File: src/include/selftest_pkg.sv
package selftest_pkg;

  // ==========================================================================
  // Command codes
  // ==========================================================================
  typedef enum logic [3:0] {
    cmd_selftest      = 4'h0,
    cmd_wait          = 4'h1,
    cmd_opc_query     = 4'h2,
    cmd_card_clear    = 4'h3,
    cmd_card_exec     = 4'h4,
    cmd_card_state    = 4'h5,
    cmd_frame_clear   = 4'h6,
    cmd_frame_exec    = 4'h7,
    cmd_frame_state   = 4'h8,
    cmd_route_open    = 4'h9,
    cmd_route_close   = 4'ha
  } command_type;

  // ==========================================================================
  // Result encodings, card and frame selectors
  // ==========================================================================
  localparam logic [1:0] RES_PASS       = 2'h0;
  localparam logic [1:0] RES_FAIL       = 2'h1;
  localparam logic [1:0] RES_UNTESTED   = 2'h3;
  localparam int         NUM_CARDS      = 4;
  localparam logic [2:0] CARD_ALL       = 3'h0;
  localparam logic [2:0] CARD_MAX       = 3'h4;
  localparam logic       FRAME_CTRL     = 1'h0;
  localparam logic       FRAME_FRONT_PANEL_SELFTEST   = 1'h1;
  localparam logic [7:0] OPC_CHAR       = 8'h31;
  localparam int         CHAN_BITS      = 8;

  // ==========================================================================
  // Timing
  // ==========================================================================
  localparam int CLK_HZ           = 125000000;
  localparam int KEY_TIMEOUT_S    = 10;
  localparam int KEY_TIMEOUT_CYC  = KEY_TIMEOUT_S * CLK_HZ;

endpackage : selftest_pkg

File: src/rtl/selftest_key_timer.sv
`timescale 1ns/1ps
module selftest_key_timer
  import selftest_pkg::*;
#(
  parameter int TIMEOUT_CYC = selftest_pkg::KEY_TIMEOUT_CYC
) (
  // Clock and reset
  input  wire logic core_clk,
  input  wire logic sys_rst,
  // Control
  input  wire logic start,
  input  wire logic key_seen,
  // Outcome
  output logic      done,
  output logic      fail
);
  import selftest_pkg::*;

  // ==========================================================================
  // Key wait with timeout
  // ==========================================================================
  logic        running;
  logic [31:0] count;
  wire         expired = running && (count == 32'(TIMEOUT_CYC - 1));

  always_ff @(posedge core_clk) begin
    if (sys_rst) begin
      running <= 1'b0;
      count   <= 32'h0;
      done    <= 1'b0;
      fail    <= 1'b0;
    end else begin
      done <= 1'b0;
      if (start) begin
        running <= 1'b1;
        count   <= 32'h0;
      end else if (running && key_seen) begin
        running <= 1'b0;
        done    <= 1'b1;
        fail    <= 1'b0;
      end else if (expired) begin
        running <= 1'b0;
        done    <= 1'b1;
        fail    <= 1'b1;
      end else if (running) begin
        count <= count + 32'h1;
      end
    end
  end

  a_timeout_fail : assert property (
    @(posedge core_clk) disable iff (sys_rst)
    expired && !key_seen && !start |=> done && fail)
    else $error("Key timeout did not report fail");

endmodule : selftest_key_timer

File: src/rtl/selftest_result_store.sv
`timescale 1ns/1ps
module selftest_result_store
  import selftest_pkg::*;
(
  // Clock and reset
  input  wire logic       core_clk,
  input  wire logic       sys_rst,
  // Update port
  input  wire logic       clear,
  input  wire logic       write,
  input  wire logic       write_fail,
  // Stored result
  output logic [1:0]      result
);
  import selftest_pkg::*;

  // ==========================================================================
  // One result cell, untested after reset or after a clear without write (write wins over clear)
  // ==========================================================================
  always_ff @(posedge core_clk) begin
    if (sys_rst) begin
      result <= RES_UNTESTED;
    end else if (write) begin
      result <= write_fail ? RES_FAIL : RES_PASS;
    end else if (clear) begin
      result <= RES_UNTESTED;
    end
  end

  a_clear_untested : assert property (
    @(posedge core_clk) disable iff (sys_rst)
    clear && !write |=> result == RES_UNTESTED)
    else $error("Cleared result not untested");

endmodule : selftest_result_store

File: src/rtl/self_test_command_handler.sv
// What this block does
// - Self-test query runs test, answers 0/1
// - After self-test, settings equal instrument reset
// - Wait command stalls until nothing pending
// - Diagnostics ignore config mode; cards 1-4/all
// - Card clear erases selected card results
// - Card execute answers 1 if any fail
// - Tested card gets power-on card settings
// - Card state query: 1 fail,0 pass,-1
// - Frame clear erases selected frame result
// - Frame execute runs test, answers 1/0
// - Controller test ends with instrument reset
// - Front-panel test leaves settings unchanged
// - Front-panel test fails without key in 10s
// - Frame state query: 1 fail,0 pass,-1
// - Open channel disconnects input from output
// - Close channel connects input to output
// - Completion query answers character 1
`timescale 1ns/1ps
module self_test_command_handler
  import selftest_pkg::*;
#(
  parameter int KEY_TIMEOUT = selftest_pkg::KEY_TIMEOUT_CYC
) (
  // Clock and reset
  input  wire logic                      core_clk,
  input  wire logic                      sys_rst,
  // Command port
  input  wire logic                      cmd_valid,
  output logic                           cmd_ready,
  input  wire selftest_pkg::command_type cmd_code,
  input  wire logic [2:0]                cmd_card,
  input  wire logic                      cmd_frame,
  input  wire logic [5:0]                cmd_channel,
  // Response port
  output logic                           rsp_valid,
  output logic [7:0]                     rsp_data,
  // Pending operation status
  input  wire logic                      op_pending,
  output logic                           operation_complete_flag,
  // Test engine
  output logic                           test_start,
  output logic [3:0]                     test_cards,
  output logic                           test_frame,
  output logic                           test_is_card,
  input  wire logic                      test_done,
  input  wire logic [3:0]                test_card_fail,
  input  wire logic                      test_frame_fail,
  // Front panel key (pin)
  input  wire logic                      key_press,
  // Settings actions
  output logic                           instrument_reset,
  output logic [3:0]                     power_on_card_settings,
  // Relay control
  output logic                           relay_strobe,
  output logic [2:0]                     relay_card,
  output logic [5:0]                     relay_channel,
  output logic                           relay_closed
);
  import selftest_pkg::*;

  // ==========================================================================
  // Card selector decode
  // ==========================================================================
  function automatic logic [3:0] card_mask(input logic [2:0] sel);
    if (sel == CARD_ALL) return 4'hf;
    else if (sel <= CARD_MAX) return 4'(4'h1 << (sel - 3'h1));
    else return 4'h0;
  endfunction : card_mask

  // ==========================================================================
  // Key pin synchroniser
  // ==========================================================================
  logic key_meta;
  logic key_sync;
  always_ff @(posedge core_clk) begin
    if (sys_rst) begin
      key_meta <= 1'b0;
      key_sync <= 1'b0;
    end else begin
      key_meta <= key_press;
      key_sync <= key_meta;
    end
  end

  // ==========================================================================
  // Sequencer
  // ==========================================================================
  typedef enum logic [2:0] {
    st_idle, st_wait_ops, st_opc, st_run_eng, st_run_key
  } state_type;

  state_type  state;
  logic [3:0] run_mask;
  logic       run_frame;
  logic       run_is_card;
  logic       run_selftest;

  wire       accept   = cmd_valid && cmd_ready;
  wire [3:0] sel_mask = card_mask(cmd_card);
  wire       sel_ok   = (sel_mask != 4'h0);
  wire       state_ok = (cmd_card != CARD_ALL) && sel_ok;
  wire       is_fp    = (cmd_frame == FRAME_FRONT_PANEL_SELFTEST);

  assign cmd_ready               = (state == st_idle);
  assign operation_complete_flag = !op_pending;

  // Results
  logic [1:0] card_res [NUM_CARDS];
  logic [1:0] frame_res [2];
  logic [3:0] card_clr;
  logic [3:0] card_wr;
  logic [1:0] frame_clr;
  logic [1:0] frame_wr;
  logic       key_done;
  logic       key_fail;

  wire eng_finish  = (state == st_run_eng) && test_done;
  wire key_start   = accept && cmd_code == cmd_frame_exec && is_fp;
  wire [3:0] any_f = test_card_fail & run_mask;

  assign card_clr = (accept && cmd_code == cmd_card_clear) ?
                    sel_mask : 4'h0;
  assign card_wr  = (eng_finish && run_is_card) ? run_mask : 4'h0;
  assign frame_clr[FRAME_CTRL]   = accept && cmd_code == cmd_frame_clear
                                   && !is_fp;
  assign frame_clr[FRAME_FRONT_PANEL_SELFTEST] = accept && cmd_code == cmd_frame_clear
                                   && is_fp;
  assign frame_wr[FRAME_CTRL]    = eng_finish && !run_is_card
                                   && !run_selftest
                                   && run_frame == FRAME_CTRL;
  assign frame_wr[FRAME_FRONT_PANEL_SELFTEST]  = key_done;

  genvar gi;
  generate
    for (gi = 0; gi < NUM_CARDS; gi++) begin : g_card
      selftest_result_store u_card (
        .core_clk   (core_clk),
        .sys_rst    (sys_rst),
        .clear      (card_clr[gi]),
        .write      (card_wr[gi]),
        .write_fail (test_card_fail[gi]),
        .result     (card_res[gi])
      );
    end
    for (gi = 0; gi < 2; gi++) begin : g_frame
      selftest_result_store u_frame (
        .core_clk   (core_clk),
        .sys_rst    (sys_rst),
        .clear      (frame_clr[gi]),
        .write      (frame_wr[gi]),
        .write_fail (gi == 1 ? key_fail : test_frame_fail),
        .result     (frame_res[gi])
      );
    end
  endgenerate

  selftest_key_timer #(
    .TIMEOUT_CYC (KEY_TIMEOUT)
  ) u_key (
    .core_clk (core_clk),
    .sys_rst  (sys_rst),
    .start    (key_start),
    .key_seen (key_sync),
    .done     (key_done),
    .fail     (key_fail)
  );

  // Result value as a response byte, -1 as all ones
  function automatic logic [7:0] res_byte(input logic [1:0] r);
    return (r == RES_UNTESTED) ? 8'hff : {6'h0, r};
  endfunction : res_byte

  wire [1:0] card_pick  = 2'(cmd_card - 3'h1);
  wire [7:0] card_query = res_byte(card_res[card_pick]);
  wire [7:0] frame_query = res_byte(frame_res[cmd_frame]);

  // ==========================================================================
  // Sequencer state
  // ==========================================================================
  always_ff @(posedge core_clk) begin
    if (sys_rst) begin
      state        <= st_idle;
      run_mask     <= 4'h0;
      run_frame    <= 1'b0;
      run_is_card  <= 1'b0;
      run_selftest <= 1'b0;
    end else begin
      unique case (state)
        st_idle: begin
          if (accept) begin
            run_mask     <= sel_mask;
            run_frame    <= cmd_frame;
            run_is_card  <= (cmd_code == cmd_card_exec);
            run_selftest <= (cmd_code == cmd_selftest);
            if (cmd_code == cmd_wait)
              state <= st_wait_ops;
            else if (cmd_code == cmd_opc_query)
              state <= st_opc;
            else if (cmd_code == cmd_selftest)
              state <= st_run_eng;
            else if (cmd_code == cmd_card_exec && sel_ok)
              state <= st_run_eng;
            else if (cmd_code == cmd_frame_exec)
              state <= is_fp ? st_run_key : st_run_eng;
          end
        end
        st_wait_ops: if (operation_complete_flag) state <= st_idle;
        st_opc:      if (operation_complete_flag) state <= st_idle;
        st_run_eng:  if (test_done) state <= st_idle;
        st_run_key:  if (key_done) state <= st_idle;
      endcase
    end
  end

  // ==========================================================================
  // Outputs
  // ==========================================================================
  wire eng_go = accept && (cmd_code == cmd_selftest
                || (cmd_code == cmd_card_exec && sel_ok)
                || (cmd_code == cmd_frame_exec && !is_fp));
  wire is_route = accept && (cmd_code == cmd_route_open
                  || cmd_code == cmd_route_close) && sel_ok;

  always_ff @(posedge core_clk) begin
    if (sys_rst) begin
      rsp_valid              <= 1'b0;
      rsp_data               <= 8'h0;
      test_start             <= 1'b0;
      test_cards             <= 4'h0;
      test_frame             <= 1'b0;
      test_is_card           <= 1'b0;
      instrument_reset       <= 1'b0;
      power_on_card_settings <= 4'h0;
      relay_strobe           <= 1'b0;
      relay_card             <= 3'h0;
      relay_channel          <= 6'h0;
      relay_closed           <= 1'b0;
    end else begin
      rsp_valid              <= 1'b0;
      test_start             <= 1'b0;
      instrument_reset       <= 1'b0;
      power_on_card_settings <= 4'h0;
      relay_strobe           <= 1'b0;
      if (eng_go) begin
        test_start   <= 1'b1;
        test_cards   <= (cmd_code == cmd_card_exec) ? sel_mask : 4'h0;
        test_frame   <= cmd_frame;
        test_is_card <= (cmd_code == cmd_card_exec);
      end
      if (accept && cmd_code == cmd_card_state) begin
        rsp_valid <= 1'b1;
        rsp_data  <= state_ok ? card_query : 8'hff;
      end
      if (accept && cmd_code == cmd_frame_state) begin
        rsp_valid <= 1'b1;
        rsp_data  <= frame_query;
      end
      if (state == st_opc && operation_complete_flag) begin
        rsp_valid <= 1'b1;
        rsp_data  <= OPC_CHAR;
      end
      if (eng_finish) begin
        rsp_valid <= 1'b1;
        if (run_is_card) begin
          rsp_data <= {7'h0, |any_f};
          power_on_card_settings <= run_mask;
        end else begin
          rsp_data <= {7'h0, test_frame_fail};
          instrument_reset <= 1'b1;
        end
      end
      if (state == st_run_key && key_done) begin
        rsp_valid <= 1'b1;
        rsp_data  <= {7'h0, key_fail};
      end
      if (is_route) begin
        relay_strobe  <= 1'b1;
        relay_card    <= cmd_card;
        relay_channel <= cmd_channel;
        relay_closed  <= (cmd_code == cmd_route_close);
      end
    end
  end

  // ==========================================================================
  // Checks
  // ==========================================================================
  a_wait_holds : assert property (
    @(posedge core_clk) disable iff (sys_rst)
    state == st_wait_ops && op_pending |=> !cmd_ready)
    else $error("Command taken while operations pending");

  a_opc_char : assert property (
    @(posedge core_clk) disable iff (sys_rst)
    state == st_opc && !op_pending |=> rsp_valid && rsp_data == OPC_CHAR)
    else $error("Completion query answer wrong");

  a_opc_hold : assert property (
    @(posedge core_clk) disable iff (sys_rst)
    state == st_opc && op_pending |=> !rsp_valid)
    else $error("Completion answered while pending");

  a_card_reset : assert property (
    @(posedge core_clk) disable iff (sys_rst)
    eng_finish && run_is_card |=> power_on_card_settings == $past(run_mask)
    && !instrument_reset)
    else $error("Tested card not given power-on settings");

  a_ctrl_reset : assert property (
    @(posedge core_clk) disable iff (sys_rst)
    eng_finish && !run_is_card |=> instrument_reset && rsp_valid)
    else $error("Controller or self test missed reset");

  a_fp_nochange : assert property (
    @(posedge core_clk) disable iff (sys_rst)
    state == st_run_key |=> !instrument_reset
    && power_on_card_settings == 4'h0)
    else $error("Front panel test changed settings");

  a_key_answer : assert property (
    @(posedge core_clk) disable iff (sys_rst)
    state == st_run_key && key_done
    |=> rsp_valid && rsp_data == {7'h0, $past(key_fail)})
    else $error("Front panel answer wrong");

  a_card_fail_any : assert property (
    @(posedge core_clk) disable iff (sys_rst)
    eng_finish && run_is_card && (any_f != 4'h0) |=> rsp_data == 8'h01)
    else $error("Failing card not reported");

  a_bad_card : assert property (
    @(posedge core_clk) disable iff (sys_rst)
    accept && cmd_code == cmd_card_exec && !sel_ok
    |=> !test_start && cmd_ready)
    else $error("Invalid card started a test");

  a_clear_all : assert property (
    @(posedge core_clk) disable iff (sys_rst)
    accept && cmd_code == cmd_card_clear && cmd_card == CARD_ALL
    |-> card_clr == 4'hf)
    else $error("Clear of all cards incomplete");

  a_route_dir : assert property (
    @(posedge core_clk) disable iff (sys_rst)
    is_route |=> relay_strobe
    && relay_closed == ($past(cmd_code) == cmd_route_close))
    else $error("Relay direction wrong");

  a_card_untested : assert property (
    @(posedge core_clk) disable iff (sys_rst)
    accept && cmd_code == cmd_card_state && state_ok
    && card_res[card_pick] == RES_UNTESTED |=> rsp_data == 8'hff)
    else $error("Untested card not -1");

  a_frame_untested : assert property (
    @(posedge core_clk) disable iff (sys_rst)
    accept && cmd_code == cmd_frame_state
    && frame_res[cmd_frame] == RES_UNTESTED |=> rsp_data == 8'hff)
    else $error("Untested frame not -1");

endmodule : self_test_command_handler

File: config.mk
export PLATFORM = sky130hd
export DESIGN_NAME = self_test_command_handler
export DESIGN_NICKNAME = d
export VERILOG_FILES = /design/src/include/selftest_pkg.sv /design/src/rtl/selftest_key_timer.sv /design/src/rtl/selftest_result_store.sv /design/src/rtl/self_test_command_handler.sv
export SDC_FILE = /design/constraint.sdc
export NUM_CORES = 1
export LEC_CHECK = 0
export CORE_MARGIN = 1.5
export CORE_UTILIZATION = 31
export CTS_CLUSTER_DIAMETER = 150
export DETAILED_ROUTE_END_ITERATION = 8
export DONT_BUFFER_PORTS = 1
export GPL_ROUTABILITY_DRIVEN = 1
export PLACE_DENSITY = 0.48
export REMOVE_ABC_BUFFERS = 1
export SYNTH_ARGS = -nofsm -noshare
export SYNTH_HDL_FRONTEND = slang
export SYNTH_SLANG_ARGS = --single-unit
File: constraint.sdc
create_clock -name core_clk -period 6.57 [get_ports core_clk]
set_input_delay 0 -clock core_clk [delete_from_list [all_inputs] [get_ports core_clk]]
set_output_delay 0 -clock core_clk [all_outputs]
set_load 0.01 [all_outputs]
* Yosys cells after proc, flatten, opt, wreduce, memory -nomap -nowiden
Index checks and enable logic that the tools add are counted.
Storage, ports and cells: bits of input ports 25, register bits after elaboration 91, output and inout bits 34
Cells by class: equality and inequality tests 22, reduce and logical (&&, ||, !) cells 56, $lt $le $gt $ge 3, $add $sub $neg 2, bitwise operators 9, shift-type cells 1, mux-type cells 64
Operators by type and width (count):
- 2-to-1 mux 8 bit | 7
- 2-to-1 mux 2 bit | 17
- adder 32 x 1 -> 32 bit, second input constant | 1
- equality test 32 x 31 -> 1 bit, second input constant | 1
- 2-to-1 mux 3 bit | 10
- logical AND 1 bit | 24
- 2-to-1 mux 1 bit | 23
- 2-to-1 mux 4 bit | 5
- equality test 4 x 3 -> 1 bit, second input constant | 4
- nonzero test 2 bit | 7
- equality test 4 bit, second input constant | 3
- one-hot mux 3 bit (4 select lines) | 1
- equality test 4 x 2 -> 1 bit, second input constant | 2
- nonzero test 4 bit | 2
- OR reduction 2 bit | 4
- equality test 3 x 2 -> 1 bit, second input constant | 2
- logical NOT 3 bit | 2
- != test 6 x 1 -> 1 bit, second input constant | 1
- inverter 1 bit | 6
- nonzero test 3 bit | 2
- AND reduction 5 bit | 1
- nonzero test 5 bit | 1
- bitwise AND 4 bit | 1
- binary-select mux 2 bit (select 2 bit) | 1
- other kinds (20) | 29

* Logic depth before layout (Yosys ltp)
depth in word-level cells 13, depth in mapped cells 10, mapped depth without buffers 9

* Cells and area by module
From an unflattened synthesis, not the netlist that was laid out.
Second synthesis, totals: cell total of the unflattened synthesis 496, area total of the unflattened synthesis 4491.8 µm²
By module, submodules not included:
- self_test_command_handler | cells each 249, area each 2199.6 µm², instances 1
- selftest_key_timer | cells each 205, area each 1841.8 µm², instances 1
- selftest_result_store | cells each 7, area each 75.1 µm², instances 6

* Worst setup path before layout
No wires, ideal clock.
kind input -> register, start in cmd_card[0], end reg test_is_card, cell stages on the path 8, path slack 4435 ps, setup time 121 ps, required time 6449 ps, arrival time 2014 ps, path through inv_1 -> ha_1 -> ha_1 -> and3b_1 -> a2111oi_4 -> a21oi_1 -> o21ai_2 -> mux2_2
Between the ends: cells in the longest elaborated chain, start to end 9, elaborated cells between the ends (all ways) 11, those cells by class 1 x add/sub; 1 x order compare; 1 x shift; 2 x mux; 6 x reduce/logical
RTL lines:
- from (decl) | RTL line self_test_command_handler.sv:32 | input wire logic [2:0] cmd_card,
- subtractor 3 x 1 -> 3 bit
- left shift 1 x 3 -> 4 bit | RTL line self_test_command_handler.sv:67 | else if (sel <= CARD_MAX) return 4'(4'h1 << (sel - 3'h1));
- 2-to-1 mux 4 bit | RTL line self_test_command_handler.sv:67
- 2-to-1 mux 4 bit (*) | RTL line self_test_command_handler.sv:66 | if (sel == CARD_ALL) return 4'hf;
- nonzero test 4 bit (*) | RTL line self_test_command_handler.sv:101 | wire sel_ok = (sel_mask != 4'h0);
- logical AND 1 bit (*) | RTL line self_test_command_handler.sv:220 | || (cmd_code == cmd_card_exec && sel_ok)
- logical OR 1 bit (*) | RTL line self_test_command_handler.sv:220
- logical OR 1 bit (*) | RTL line self_test_command_handler.sv:221 | || (cmd_code == cmd_frame_exec && !is_fp));
- logical AND 1 bit (*) | RTL line self_test_command_handler.sv:219 | wire eng_go = accept && (cmd_code == cmd_selftest
- to (signal assigned) | RTL line self_test_command_handler.sv:249 | test_is_card <= (cmd_code == cmd_card_exec);
- to (decl) | RTL line self_test_command_handler.sv:45 | output logic test_is_card,
Every way passes the cells marked *; elsewhere a longest branch is shown, timed or not. A chain may end at the register's enable or synchronous reset.

* Worst setup path after layout
start reg state[2], end reg relay_channel[4]
Between the ends: cells in the longest elaborated chain, start to end 4
RTL lines:
- from (decl) | RTL line self_test_command_handler.sv:93 | state_type state;
- from (signal assigned) | RTL line self_test_command_handler.sv:183 | state <= st_idle;
- from (signal assigned) | RTL line self_test_command_handler.sv:197 | state <= st_wait_ops;
- from (signal assigned) | RTL line self_test_command_handler.sv:199 | state <= st_opc;
- logical NOT 3 bit | RTL line self_test_command_handler.sv:105 | assign cmd_ready = (state == st_idle);
- logical AND 1 bit | RTL line self_test_command_handler.sv:99 | wire accept = cmd_valid && cmd_ready;
- logical AND 1 bit | RTL line self_test_command_handler.sv:222 | wire is_route = accept && (cmd_code == cmd_route_open
- logical AND 1 bit | RTL line self_test_command_handler.sv:223 | || cmd_code == cmd_route_close) && sel_ok;
- to (signal assigned) | RTL line self_test_command_handler.sv:280 | relay_channel <= cmd_channel;
- to (decl) | RTL line self_test_command_handler.sv:57 | output logic [5:0] relay_channel,
Every way passes these cells.

==> results.json <==
{
  "status": "finished, final reports clean",
  "setup-violations-final": 0,
  "total_number_of_placement_rows": 42,
  "detailedRoute.firstIterationViolations": 183,
  "cts-root-buf": "sky130_fd_sc_hd__clkbuf_16",
  "layout.area.seq_mm2": 0.00174,
  "power_frac_comb_pct": 8.8,
  "share_of_the_yosys_chip_area_belonging_to_registers_pct": 40.2,
  "net-switching-power_mw": 0.287,
  "slew_violations": 0,
  "post-cts-setup-buffer-count": 0,
  "num_antenna_cells": 0,
  "grt_max_degree": 33,
  "synth_compound_area_share_pct": 14.7,
  "globalplace.congestion": 0.841,
  "portBuffers": 0,
  "h_tree_levels": 3,
  "die_w_um": 121,
  "synth_fa_ha_area_share_pct": 2.02,
  "synth_enable_flop_cells": 0,
  "routed_wire_length_per_instance_um": 16.1,
  "design.core.area_mm2": 0.0135,
  "yosys.area.top_type_share_pct": 40.2,
  "postSynthCellCount": 509,
  "top_level_ports": 59,
  "r2r.worst_path.cells": 7,
  "synth-simple-area-share_pct": 31.0,
  "synth.area.top_cells": "sky130_fd_sc_hd__dfxtp_1 40%, sky130_fd_sc_hd__nor2_1 4.8%, sky130_fd_sc_hd__mux2i_1 3.7%, sky130_fd_sc_hd__o21ai_0 3.6%, sky130_fd_sc_hd__a21oi_1 3.5%",
  "die_h_um": 121,
  "drive_gt1_share_pct": 7.02,
  "swShare_pct": 24.5,
  "finalCritPeriodShare_pct": 44.5,
  "hold_depth": 2,
  "placedCellCount": 660,
  "path_delay_family": "simple AND/OR/NAND/NOR gates",
  "post_synthesis_sequential_element_count": 87,
  "fin_skew_ps": 6.94,
  "synth_xor_area_share_pct": 3.04,
  "setup_tns_ps": 0,
  "synthMostInstantiatedCell": "sky130_fd_sc_hd__dfxtp_1",
  "crit_chain": "nor4b_2 -> buf_4 -> o21ai_0 -> nor3_2 -> mux2i_1 -> nor2_1 -> dlygate4sd3_1",
  "slowest_library_cell_on_the_worst_path": "sky130_fd_sc_hd__nor3_2",
  "number_of_violations_of_the_max_capacitance_limit": 0,
  "detail_route.vias_per_cell": 5.36,
  "global_route_overflow": 0,
  "final_hold_violations": 0,
  "initial_utilization_pct": 32.2,
  "remaining_antenna_violation_count_after_routing": 0,
  "cts.sinks": 87,
  "rsz0062_at_grt": "no",
  "insertion_delay_ps": 340,
  "synth_top_flop_cell": "sky130_fd_sc_hd__dfxtp_1",
  "max_slew_margin_pct": 26.3,
  "cp.arrival_ps": 3150,
  "netlist-cell-type-count": 63,
  "timing.critical_path.depth": 7,
  "asyncSetResetFlopFracSynth_pct": 0,
  "fill_cells": 1449,
  "yosys_warnings": 0,
  "timing.critical_path.from_type": "register",
  "worst_case_setup_margin_in_the_final_layout_ps": 3650,
  "initial_antenna_violation_count": 0,
  "syn_area_per_cell_um2": 8.50,
  "p_leak_nw": 1.73,
  "synth_area_leader_cell": "sky130_fd_sc_hd__dfxtp_1",
  "r2r_slack_ps": 3650,
  "holdCritPathClass": "in2reg",
  "first_global_vias": 3683,
  "p_seq_share_pct": 47.5,
  "synth_top_family_by_area": "simple AND/OR/NAND/NOR gates",
  "cp_num_buf_inv": 2,
  "die_area_mm2": 0.0147,
  "preCtsSetupSlack_ps": 3630,
  "synthTopCellsByCount": "87 x sky130_fd_sc_hd__dfxtp_1, 55 x sky130_fd_sc_hd__nor2_1, 38 x sky130_fd_sc_hd__nand2_1, 31 x sky130_fd_sc_hd__o21ai_0, 30 x sky130_fd_sc_hd__a21oi_1",
  "worst_slew_pin_slew_ps": 1100,
  "post-route-drc-count": 0,
  "worst-endpoint-required_ps": 6800,
  "nNetsFinal": 556,
  "routed-via-count": 3766,
  "critPathCaptureType": "register",
  "synth.mux.area_fraction_pct": 5.26,
  "timing.setup.critical_path_class": "reg2reg",
  "crit_path_max_incr_delay_ps": 780,
  "cts_made_buffers": 9,
  "syn_std_cell_area_mm2": 0.00433,
  "flow.area_growth_from_synthesis_pct": 16.5,
  "wire_length_of_the_first_global_routing_pass_um": 18900,
  "max-vdd-ir-drop_mv": 0.148,
  "power.density_mw_per_mm2": 232,
  "cts_tree": "built",
  "cts-root-to-sink-buffers": 2,
  "crit_path_max_fanout": 15,
  "track_usage_pct": 16.5,
  "fin_crit_ps": 2920,
  "postLayoutCoreUtil_pct": 37.5,
  "internal_power_summed_over_all_cells_mw": 0.885,
  "multiInputGateArea_mm2": 0.00244,
  "clock_transition_at_the_registers_of_the_reported_paths_ps": 60,
  "timing.fmax_ghz": 0.342,
  "drt_first_pass_iters": 4,
  "pwr-share-clk_pct": 43.7,
  "stdcell_count": 703,
  "routed_wire_length_um": 11300,
  "detailed_placement_wirelength_estimate_um": 7690
}
[layout by cell type (no fill, tap or decap), types with 3 or more instances in the layout]
master,synthesis,final
sky130_fd_sc_hd__dfxtp_1,87,87
sky130_fd_sc_hd__nor2_1,55,55
sky130_fd_sc_hd__nand2_1,38,38
sky130_fd_sc_hd__o21ai_0,31,31
sky130_fd_sc_hd__a21oi_1,30,30
sky130_fd_sc_hd__dlygate4sd3_1,0,28
sky130_fd_sc_hd__nand3_1,27,27
sky130_fd_sc_hd__or3_1,16,16
sky130_fd_sc_hd__mux2i_1,16,16
sky130_fd_sc_hd__nand4_1,16,16
sky130_fd_sc_hd__nor2b_1,15,15
sky130_fd_sc_hd__and3_1,11,11
sky130_fd_sc_hd__inv_1,10,10
sky130_fd_sc_hd__xor2_1,10,10
sky130_fd_sc_hd__nor4_1,10,9
sky130_fd_sc_hd__clkbuf_16,0,9
sky130_fd_sc_hd__nor3_1,9,8
sky130_fd_sc_hd__or4_1,7,7
sky130_fd_sc_hd__a211oi_1,7,7
sky130_fd_sc_hd__ha_1,7,7
sky130_fd_sc_hd__nand2b_1,5,5
sky130_fd_sc_hd__xnor2_1,5,5
sky130_fd_sc_hd__nand3b_1,4,4
sky130_fd_sc_hd__and2_1,4,4
sky130_fd_sc_hd__and4_1,4,4
sky130_fd_sc_hd__nor4b_1,4,3
sky130_fd_sc_hd__and4b_1,3,3
sky130_fd_sc_hd__a22oi_1,3,3
sky130_fd_sc_hd__nor3_2,2,3
sky130_fd_sc_hd__o31ai_1,3,3
[metal layers]
metal  share of wire (%)  vias to the layer above  global-route usage [%]  wire, um
met1                  47                     1795                    21.7      5370
met4                 1.4                        0                    6.10       158
met2                  46                       74                    26.1      5240
met3                 5.0                       11                    4.09       569
met5                   0                        -                       0         0
li1                    -                     1886                       -         -
[area by class of cell]
| class | instances | area share [%] |
|---|---|---|
| repair buffers | 31 | 6.25 |
| multi-input cells | 385 | 48.4 |
| flip-flops and latches | 87 | 34.5 |
| well taps | 176 | 4.37 |
| clock inverters | 4 | 0.943 |
| clock buffers | 10 | 4.74 |
| inverters | 10 | 0.744 |
[per-stage QoR]
stage	power [mW]	area [um2]	hold WS, ps
after floorplan	0.630	4200	50.9
after global placement	0.654	4460	60.7
after detailed placement	0.654	4460	62.7
after CTS	1.19	5040	2.69
after global routing	1.22	5040	40.4
final	1.17	5040	13.9
[worst register-to-register path: cells and delay by family, from the launching register on]
kind,cells,cell delay (ps)
buffers and inverters,2,790
AOI/OAI and AO/OA,1,160
DFF,1,440
and+or+nand+nor,3,1140
muxes,1,280
[worst paths after layout]
path	from	end
hold reg to reg	key_meta	key_sync
hold / removal	cmd_code[2]	relay_strobe
setup reg to reg	state[2]	relay_channel[4]
setup / recovery	state[2]	relay_channel[4]
[cell families after synthesis]
logic type | Yosys count
and+or+nand+nor | 244
DFF | 87
adders and majority gates | 7
AOI/OAI and AO/OA | 99
muxes | 20
buffers and inverters | 37
xor gates and xnor gates | 15
[state kept, by name, summed over array words and instances (netlist names), 3 cells and up]
name	flops
test_cards	4
g_card.u_card.result	8
g_frame.u_frame.result	4
run_mask	4
relay_card	3
state	3
u_key.count	32
relay_channel	6
power_on_card_settings	4
rsp_data	4
[power groups by stage]
stage / logic (mW) / clock network (mW) / registers, mW
floorplan: 0.0671 / 0 / 0.563
global placement: 0.0860 / 0 / 0.568
detailed placement: 0.0863 / 0 / 0.568
CTS: 0.104 / 0.527 / 0.556
global route: 0.115 / 0.546 / 0.559
finish: 0.103 / 0.512 / 0.556
[timing repair]
item | 4_1_cts | 5_1_grt
hold buffers | 29 | 0
resized for setup | 0 | 0
endpoints found under the hold margin | 39 | 0
(Power assumes the default switching activity.)
